--- src/fdc_cfg.svh ---
// Constants for the floppy command engine: register map, fields, timing
`ifndef FDC_CFG_SVH
`define FDC_CFG_SVH
`define A_CMD      8'h00
`define A_STAT     8'h04
`define A_DATA     8'h08
`define A_CTRL     8'h0C
`define A_IRQ      8'h10
`define A_MASK     8'h14
`define A_TRACK    8'h18
`define CTRL_ETR   0
`define CTRL_DMA   1
`define IRQ_DONE   0
`define IRQ_DATA   1
`define IRQ_SEEK   2
`define IRQ_W      3
`define RES_BYTES  4'd7
`define INV_ST0    8'h80
`define ST0_ABN    8'h40
`define ST1_OVR    8'h10
`define ST2_HIT    8'h08
`define ST2_MISS   8'h04
`define TRK_MSN_LO 4
`define STEP_US    3
`define PULSE_NS   1000
`define CLK_MHZ    200
`endif

--- src/fdc_pkg.sv ---
// Types shared by the floppy command engine
`default_nettype none
package fdc_pkg;
  typedef enum logic [2:0] {S_CMD, S_STEP, S_WAITID, S_XFER, S_RESULT} state_t;
  typedef enum logic [3:0] {C_RDDEL, C_RDID, C_RDTRK, C_RECAL, C_RELSEEK,
                            C_SCANEQ, C_SCANHI, C_SCANLO, C_SEEK, C_INVALID} cmd_t;
endpackage
`default_nettype wire

--- src/fdc_cmd_engine.sv ---
// Floppy command engine: read/scan/seek command phases behind an APB slave
// Function
// - Read-deleted opcode flags, then eight parameter bytes
// - Read-ID returns first ID header found
// - Read-track takes eight parameters, streams track data
// - Recalibrate steps out until track zero
// - Recalibrate and seeks have no result bytes
// - Relative seek steps count tracks by direction
// - Scans compare host bytes with disk bytes
// - Seek steps head to new track number
// - Extended range adds upper track nibble byte
//
// The APB register port and the register addresses are this design's own decisions.
`include "fdc_cfg.svh"
`default_nettype none
module fdc_cmd_engine #(
  parameter int STEP_CYCLES  = `STEP_US * `CLK_MHZ,
  parameter int PULSE_CYCLES = (`PULSE_NS * `CLK_MHZ) / 1000
) (
  input  wire logic        clk,
  input  wire logic        rst_n,
  input  wire logic        psel,
  input  wire logic        penable,
  input  wire logic        pwrite,
  input  wire logic [7:0]  paddr,
  input  wire logic [31:0] pwdata,
  output logic [31:0]      prdata,
  output logic             pready,
  output logic             pslverr,
  input  wire logic        rdValid,     // Byte from the data separator
  input  wire logic [7:0]  rdByte,
  input  wire logic        rdIsId,      // Byte belongs to an ID field
  input  wire logic        rdLast,      // Last byte of sector or track
  input  wire logic        trackZero,   // Head sits on track 0
  output logic             stepPulse,
  output logic             stepIn,      // 1 steps inward
  output logic [1:0]       driveSel,
  output logic             headSel,
  output logic             dmaReq,
  input  wire logic        dmaAck,
  input  wire logic [7:0]  dmaWrData,   // Host byte for scans
  output logic [7:0]       dmaRdData,   // Disk byte for reads
  output logic             irq
);
  import fdc_pkg::*;

  state_t      state;
  fdc_pkg::cmd_t kind;                 // Decoded command
  logic [7:0]  cmdBytes [0:8];          // Command and parameter bytes
  logic [3:0]  cmdCount;                // Bytes taken so far
  logic [3:0]  cmdNeed;                 // Bytes this command needs
  logic [7:0]  res [0:6];               // Result bytes
  logic [3:0]  resIdx;
  logic [3:0]  resLen;
  logic [11:0] track;                   // Present track
  logic [11:0] stepsLeft;
  logic [31:0] stepTimer;
  logic [1:0]  idCnt;
  logic [7:0]  dataReg;                 // Disk byte awaiting host
  logic        dataFull;
  logic [7:0]  hostReg;                 // Host byte awaiting compare
  logic        hostFull;
  logic        overrun;
  logic        scanMiss;
  logic        extended_track_range;
  logic        dmaEn;
  logic [`IRQ_W-1:0] irqStat;
  logic [`IRQ_W-1:0] irqMask;
  logic [`IRQ_W-1:0] irqSet;

  // APB completion strobes; side effects happen only at the completing edge
  logic xfer, wr, rd;
  assign xfer = psel & penable & pready;
  assign wr   = xfer & pwrite;
  assign rd   = xfer & ~pwrite;
  logic cmdWr, cmdRd, dataWr, dataRd, isScan, hostTake, hostGive;
  assign cmdWr    = wr & (paddr == `A_CMD) & (state == S_CMD);
  assign cmdRd    = rd & (paddr == `A_CMD) & (state == S_RESULT);
  assign dataRd   = rd & (paddr == `A_DATA);
  assign dataWr   = wr & (paddr == `A_DATA);
  assign isScan   = (kind == C_SCANEQ) | (kind == C_SCANHI) | (kind == C_SCANLO);
  assign hostTake = dataRd | (dmaAck & ~isScan);    // Host drains a disk byte
  assign hostGive = dataWr | (dmaAck & isScan);     // Host supplies a scan byte
  logic diskByte, overNow, missNow;
  assign diskByte = rdValid & ((kind == C_RDTRK) | ~rdIsId);  // Byte the command consumes
  assign overNow  = isScan ? ~hostFull : (dataFull & ~hostTake);
  // Compare for this byte; the closing byte must still reach the result
  assign missNow  = isScan & hostFull & (kind == C_SCANEQ ? hostReg != rdByte :
                    kind == C_SCANHI ? rdByte < hostReg : rdByte > hostReg);

  // Opcode decode; relative seek is seek with the top bit set, bit 6 choosing direction
  function automatic fdc_pkg::cmd_t decode(input logic [7:0] op);
    if (op[7] && op[5:0] == 6'h0F) begin
      return C_RELSEEK;
    end
    unique case (op[4:0])
      5'h0C:   return C_RDDEL;
      5'h0A:   return (op[7:5] == 3'h0 || op[7:5] == 3'h2) ? C_RDID : C_INVALID;
      5'h02:   return (op[7] == 1'b0 && op[5] == 1'b0) ? C_RDTRK : C_INVALID;
      5'h07:   return (op[7:5] == 3'h0) ? C_RECAL : C_INVALID;
      5'h11:   return C_SCANEQ;
      5'h1D:   return C_SCANHI;
      5'h19:   return C_SCANLO;
      5'h0F:   return (op[7:5] == 3'h0) ? C_SEEK : C_INVALID;
      default: return C_INVALID;
    endcase
  endfunction

  // Byte count per command; seek grows by one under extended range
  function automatic logic [3:0] needOf(input fdc_pkg::cmd_t k, input logic e);
    unique case (k)
      C_RDID, C_RECAL: return 4'd2;
      C_RELSEEK:       return 4'd3;
      C_SEEK:          return e ? 4'd4 : 4'd3;
      C_INVALID:       return 4'd1;
      default:         return 4'd9;
    endcase
  endfunction

  // Target track; the upper nibble byte keeps its low four bits zero
  logic [11:0] target;
  assign target = extended_track_range ? {cmdBytes[3][7:`TRK_MSN_LO], cmdBytes[2]}
                      : {4'h0, cmdBytes[2]};

  // Command phase collection
  always_ff @(posedge clk or negedge rst_n) begin
    if (!rst_n) begin
      cmdCount <= 4'd0;
      cmdNeed  <= 4'd1;
      kind     <= C_INVALID;
      for (int i = 0; i < 9; i++) cmdBytes[i] <= 8'h00;
    end else if (cmdWr && cmdCount < 4'd9) begin
      cmdBytes[cmdCount] <= pwdata[7:0];
      cmdCount           <= cmdCount + 4'd1;
      if (cmdCount == 4'd0) begin
        kind    <= decode(pwdata[7:0]);
        cmdNeed <= needOf(decode(pwdata[7:0]), extended_track_range);
      end
    end else if (state != S_CMD) begin
      cmdCount <= 4'd0;                 // Ready for the next command
    end
  end

  // Main sequencer: launch, stepping, ID wait, transfer, result phase
  always_ff @(posedge clk or negedge rst_n) begin
    if (!rst_n) begin
      state     <= S_CMD;
      track     <= 12'h000;
      stepsLeft <= 12'h000;
      stepTimer <= 32'h0000_0000;
      stepPulse <= 1'b0;
      stepIn    <= 1'b0;
      driveSel  <= 2'h0;
      headSel   <= 1'b0;
      idCnt     <= 2'h0;
      resIdx    <= 4'h0;
      resLen    <= 4'h0;
      overrun   <= 1'b0;
      scanMiss  <= 1'b0;
      irqSet    <= '0;
      for (int i = 0; i < 7; i++) res[i] <= 8'h00;
    end else begin
      irqSet <= '0;
      unique case (state)
        S_CMD: begin
          if (cmdCount != 4'd0 && cmdCount == cmdNeed) begin
            driveSel  <= cmdBytes[1][1:0];
            headSel   <= cmdBytes[1][2];
            overrun   <= 1'b0;
            scanMiss  <= 1'b0;
            idCnt     <= 2'h0;
            stepTimer <= 32'h0000_0000;
            resIdx    <= 4'h0;
            unique case (kind)
              C_RECAL: begin
                stepIn <= 1'b0;
                state  <= S_STEP;
              end
              C_RELSEEK: begin
                stepIn    <= cmdBytes[0][6];
                stepsLeft <= {4'h0, cmdBytes[2]};
                state     <= S_STEP;
              end
              C_SEEK: begin
                stepIn    <= target > track;
                stepsLeft <= (target > track) ? target - track : track - target;
                state     <= S_STEP;
              end
              C_RDID: state <= S_WAITID;
              C_INVALID: begin
                res[0] <= `INV_ST0;
                resLen <= 4'd1;
                state  <= S_RESULT;
                irqSet[`IRQ_DONE] <= 1'b1;
              end
              default: state <= S_XFER;
            endcase
          end
        end
        S_STEP: begin
          // Pulse width is fixed; the timer also spaces successive steps
          if (stepTimer != 32'h0000_0000) begin
            stepTimer <= stepTimer - 32'd1;
            if (stepTimer <= 32'(STEP_CYCLES - PULSE_CYCLES)) stepPulse <= 1'b0;
          end else if (kind == C_RECAL ? trackZero : stepsLeft == 12'h000) begin
            if (kind == C_RECAL) track <= 12'h000;
            stepPulse <= 1'b0;
            state     <= S_CMD;
            irqSet[`IRQ_SEEK] <= 1'b1;
          end else begin
            stepPulse <= 1'b1;
            stepTimer <= 32'(STEP_CYCLES - 1);
            if (kind != C_RECAL) stepsLeft <= stepsLeft - 12'h001;
            track <= stepIn ? track + 12'h001 : track - 12'h001;
          end
        end
        S_WAITID: begin
          // The first four ID bytes seen become result bytes 3 to 6
          if (rdValid && rdIsId) begin
            res[3 + idCnt] <= rdByte;
            idCnt          <= idCnt + 2'h1;
            if (idCnt == 2'h3) begin
              res[0] <= {5'h00, headSel, driveSel};
              res[1] <= 8'h00;
              res[2] <= 8'h00;
              resLen <= `RES_BYTES;
              state  <= S_RESULT;
              irqSet[`IRQ_DONE] <= 1'b1;
            end
          end
        end
        S_XFER: begin
          // Track reads keep every byte; others skip ID fields
          if (diskByte) begin
            if (overNow) overrun <= 1'b1;   // Host too slow: byte lost
            if (missNow) scanMiss <= 1'b1;
            if (rdLast) begin
              res[0] <= ((overrun | overNow) ? `ST0_ABN : 8'h00) | {5'h00, headSel, driveSel};
              res[1] <= (overrun | overNow) ? `ST1_OVR : 8'h00;
              res[2] <= !isScan ? 8'h00 : ((scanMiss | missNow) ? `ST2_MISS : `ST2_HIT);
              res[3] <= cmdBytes[2];
              res[4] <= cmdBytes[3];
              res[5] <= cmdBytes[4];
              res[6] <= cmdBytes[5];
              resLen <= `RES_BYTES;
              state  <= S_RESULT;
              irqSet[`IRQ_DONE] <= 1'b1;
            end
          end
        end
        S_RESULT: begin
          if (cmdRd) begin
            resIdx <= resIdx + 4'd1;
            if (resIdx + 4'd1 == resLen) state <= S_CMD;
          end
        end
        default: state <= S_CMD;
      endcase
    end
  end

  // Data path between disk and host, by register or by DMA
  always_ff @(posedge clk or negedge rst_n) begin
    if (!rst_n) begin
      dataReg   <= 8'h00;
      dataFull  <= 1'b0;
      hostReg   <= 8'h00;
      hostFull  <= 1'b0;
      dmaReq    <= 1'b0;
      dmaRdData <= 8'h00;
    end else begin
      if (state == S_XFER && !isScan && rdValid && (kind == C_RDTRK || !rdIsId)) begin
        dataReg   <= rdByte;
        dmaRdData <= rdByte;
        dataFull  <= 1'b1;
      end else if (hostTake) begin
        dataFull <= 1'b0;
      end
      if (state == S_XFER && isScan && rdValid && !rdIsId) hostFull <= 1'b0;
      else if (hostGive) begin
        hostReg  <= dmaAck ? dmaWrData : pwdata[7:0];
        hostFull <= 1'b1;
      end
      // Request drops while acknowledged to avoid a double transfer
      dmaReq <= dmaEn & (state == S_XFER) & ~dmaAck & (isScan ? ~hostFull : dataFull);
    end
  end

  // Control, interrupt status and mask; a new event beats a clear
  always_ff @(posedge clk or negedge rst_n) begin
    if (!rst_n) begin
      extended_track_range     <= 1'b0;
      dmaEn   <= 1'b0;
      irqStat <= '0;
      irqMask <= '0;
      irq     <= 1'b0;
    end else begin
      if (wr && paddr == `A_CTRL) begin
        extended_track_range   <= pwdata[`CTRL_ETR];
        dmaEn <= pwdata[`CTRL_DMA];
      end
      if (wr && paddr == `A_MASK) irqMask <= pwdata[`IRQ_W-1:0];
      irqStat <= (irqStat & ~((wr && paddr == `A_IRQ) ? pwdata[`IRQ_W-1:0] : '0))
               | irqSet
               | ((state == S_XFER && !isScan && rdValid && (kind == C_RDTRK || !rdIsId))
                  ? (`IRQ_W)'(1 << `IRQ_DATA) : '0);
      irq <= |(irqStat & irqMask);
    end
  end

  // APB answer: one wait state, read data and error from flops
  always_ff @(posedge clk or negedge rst_n) begin
    if (!rst_n) begin
      pready  <= 1'b0;
      prdata  <= 32'h0000_0000;
      pslverr <= 1'b0;
    end else begin
      pready  <= psel & penable & ~pready;
      pslverr <= 1'b0;
      if (psel && penable && !pready) begin
        unique case (paddr)
          `A_CMD: begin
            prdata  <= {24'h0, res[resIdx[2:0]]};
            pslverr <= pwrite ? (state != S_CMD) : (state != S_RESULT);
          end
          `A_STAT:  prdata <= {24'h0, dataFull, hostFull, 2'h0, state == S_RESULT,
                               state != S_CMD, state == S_CMD, cmdCount != 4'd0};
          `A_DATA:  prdata <= {24'h0, dataReg};
          `A_CTRL:  prdata <= {30'h0, dmaEn, extended_track_range};
          `A_IRQ:   prdata <= {29'h0, irqStat};
          `A_MASK:  prdata <= {29'h0, irqMask};
          `A_TRACK: prdata <= {20'h0, track};
          default: begin
            prdata  <= 32'h0000_0000;
            pslverr <= 1'b1;
          end
        endcase
      end
    end
  end
endmodule
`default_nettype wire

--- config.mk ---
export PLATFORM = sky130hd
export DESIGN_NAME = fdc_cmd_engine
export DESIGN_NICKNAME = d
export VERILOG_FILES = /design/src/fdc_pkg.sv /design/src/fdc_cmd_engine.sv
export VERILOG_INCLUDE_DIRS = /design/src
export SDC_FILE = /design/constraint.sdc
export NUM_CORES = 1
export LEC_CHECK = 0
export BUFFER_PORTS_ARGS = -buffer_cell sky130_fd_sc_hd__buf_2
export CAP_MARGIN = 20
export CORE_MARGIN = 5
export CORE_UTILIZATION = 45
export CTS_CLUSTER_SIZE = 16
export DETAILED_ROUTE_END_ITERATION = 10
export HOLD_SLACK_MARGIN = 0.03
export PLACE_DENSITY = 0.67
export SYNTH_ARGS = -nofsm -noshare
export SYNTH_HDL_FRONTEND = slang
export SYNTH_SLANG_ARGS = --single-unit
--- constraint.sdc ---
create_clock -name clk -period 3.1 [get_ports clk]
set_input_delay 0.465 -clock clk [delete_from_list [all_inputs] [get_ports clk]]
set_output_delay 0.465 -clock clk [all_outputs]
set_load 0.01 [all_outputs]
==> results.tsv <==
metric	value	unit
Yosys warnings	0	
Final nets	1657	
Layout area overhead	14.95	%
Critical Path RT	3.51	ns
maxcap violations	0	
main flop type after synthesis	dfrtp_1	
Hold Fails Final Rpt	22	
Tot GR Track Use	23.58	%
Max Clock Freq	340.3	MHz
clk_lat worst skew	0.54	ns
Avg WL per Cell	20.47	µm
Worst Clk Skew	0.02091	ns
Setup crit end kind	flop	
min-delay worst type	in2async	
Clock Path Buffers	3	
minimum clock period	2.939	ns
Remaining DRCs	0	
Post-synth EDFFs	0	
iteration-0 DRC count of the detailed router	1110	
ANT nets after route	0	
Slew headroom	40.38	%
Initial Util	45.28	%
most common cell after layout, fill and taps aside	dfrtp_1	
ys async rst share	100.0	%
slowest CP cell	dfrtp_2	
period utilisation layout	94.79	%
Synth Cell Area	13310	µm²
post-synthesis sequential area ratio	41.75	%
global-route wire length before repair	62830	µm
crit start category	flop	
gpl congestion	0.9165	
final setup violation count	0	
failing checks	hold timing	
routed vias	11472	
Crit path max-delay family	compound AO/OA/AOI/OAI gates	
largest net degree at the start of global routing	107	
Slew @ Worst Pin	0.8874	ns
share of cells above drive strength 1	18.11	%
final core occ	52.05	%
hold slack	-0.02080	ns
total CTS buffers	26	
status	complete, but fails checks	
worst-path cell chain	and2_1 -> ha_1 -> o21a_1 -> a21oi_2 -> a21o_1 -> a31oi_4 -> buf_4 -> mux2i_1 -> xnor2_1 -> a21oi_1 -> a221o_1	
die area	33130	µm²
Slew Viols, Final	0	
arrival time at the worst endpoint	3.35	ns
Synth Instances	1442	
clk root buf	clkbuf_16	
Die Ht	182.0	µm
most frequent cells in the layout	dfrtp_1 (218), nand2_1 (163), o21ai_0 (118)	
routed wire length	39740	µm
vias in the first global route	11081	
Post-CTS Hold Fix Bufs	0	
Sink Count	222	
global route overflow	0	
FF+latch count, synth	222	
I/O pin count	115	
finished layout cell area	15300	µm²
initial antenna violation count	1	
critical path class	reg2reg	
via-per-instance ratio	5.907	
Max IR drop VDD	358.4	µV
CTS tree	yes	
syn_area_per_cell	9.233	µm²
Fillers	2690	
PwrDens	499.4	nW/µm²
CP bufs+invs	1	
Post-DP Area	14360	µm²
HPWL after detailed placement	28970	µm
unique cell type count in the Yosys netlist	84	
CTS clk-pin slew, worst paths	0.06	ns
TritonRoute pass-1 iters	9	
Std-Cell Rows	63	
Worst path max stage delay	0.48	ns
htree depth	1	
CORE AREA	29400	µm²
crit-path max FO	8	
Diodes inserted	0	
# port buffers	70	
Leak Pwr	6.972	nW
die width	182.0	µm
==> Yosys cell counts (17+ instances only) <==
master | instances | share of area (%)
mux2i_1 | 33 | 2.5
nor2_1 | 94 | 2.7
nand2_1 | 163 | 4.6
a22o_1 | 19 | 1.2
nand3_1 | 38 | 1.4
nand2b_1 | 17 | 0.80
mux2_2 | 57 | 4.8
nor3_1 | 40 | 1.5
inv_1 | 62 | 1.7
clkbuf_1 | 65 | 1.8
a21o_1 | 19 | 1.1
dfrtp_1 | 219 | 41
buf_4 | 20 | 1.1
a21oi_1 | 85 | 3.2
and2_1 | 22 | 1.0
o21ai_0 | 118 | 4.4
ha_1 | 55 | 5.2
a31oi_1 | 22 | 1.0
a22oi_1 | 30 | 1.7
==> per-stage QoR <==
step	hold WS [ns]	setup slack (ns)	cells	total power, mW	setup TNS [ns]
final	-0.02080	0.1614	1942	7.643	0
after global routing	0.05581	-0.02052	1942	7.937	-0.02052
after floorplan	0.1694	0.1516	1461	3.974	0
after global placement	0.4177	0.1676	1895	4.346	0
after detailed placement	0.4189	0.1145	1895	4.380	0
after CTS	0.03696	0.09826	1942	7.667	0
==> flip-flops by register name, summed over array words and instances, names as in the netlist, 4 cells and up <==
register	cells
cmdBytes	36
track	12
res	56
prdata	12
hostReg	8
cmdNeed	4
resIdx	4
stepsLeft	12
dataReg	8
kind	4
stepTimer	32
cmdCount	4
==> cell type report <==
type,count,area (µm²),share of cell area (%)
clock buffers,35,775.7,5.069
clock inverters,12,148.9,0.9729
inverters,62,232.7,1.521
multi-input cells,1082,7171,46.85
flip-flops and latches,222,5560,36.33
well taps,390,488.0,3.188
repair buffers,139,928.4,6.066
==> worst paths after layout <==
| check | from | to | slack (ns) | depth (start not counted) |
|---|---|---|---|---|
| max in group asynchronous | rst_n | cmdBytes[25]$_DFFE_PN0P_ | 2.23 | 2 |
| max reg2reg | extended_track_range$_DFFE_PN0P_ | stepsLeft[2]$_DFFE_PN0P_ | 0.16 | 11 |
| min | rst_n | res[45]$_DFFE_PN0P_ | -0.02 | 1 |
| max | extended_track_range$_DFFE_PN0P_ | stepsLeft[2]$_DFFE_PN0P_ | 0.16 | 11 |
| min reg2reg | irqSet[0]$_DFF_PN0_ | irqStat[0]$_DFF_PN0_ | 0.43 | 1 |
| min in group clk | rdValid | hostFull$_DFFE_PN0P_ | 0.20 | 2 |
==> where the power goes <==
| group | switching (mW) | internal, mW | leakage [nW] | total, mW |
|---|---|---|---|---|
| logic | 0.645 | 0.416 | 3.70 | 1.06 |
| clock network | 1.29 | 2.00 | 0.460 | 3.30 |
| registers | 0.208 | 3.08 | 2.81 | 3.28 |
| total | 2.15 | 5.50 | 6.97 | 7.64 |
==> metal layers <==
layer | wire length (µm) | track usage, % | share of wire [%] | vias up
met5 | 0 | 0 | 0 | -
met2 | 17490 | 36.02 | 44 | 427
met3 | 3284 | 5.569 | 8.3 | 59
li1 | - | - | - | 5370
met4 | 1022 | 6.304 | 2.6 | 0
met1 | 17950 | 33.81 | 45 | 5616
==> timing repair <==
action	in CTS	in global routing
gates resized for setup	0	6
setup endpoints to repair	0	11
buffers inserted	0	0
==> logic make-up (layout without fill, tap and decap cells) <==
| group | Yosys count | after routing | synth area share [%] |
|---|---|---|---|
| other cells | 1 | 20 | 0.02817 |
| compound gates | 409 | 409 | 19.75 |
| xor+xnor | 25 | 25 | 1.645 |
| flops | 222 | 222 | 41.75 |
| fa+ha+maj | 58 | 58 | 5.620 |
| buf+inv | 157 | 248 | 5.103 |
| mux | 98 | 98 | 8.655 |
| simple gates | 472 | 472 | 17.44 |
Power figures use the tool's default switching activity.
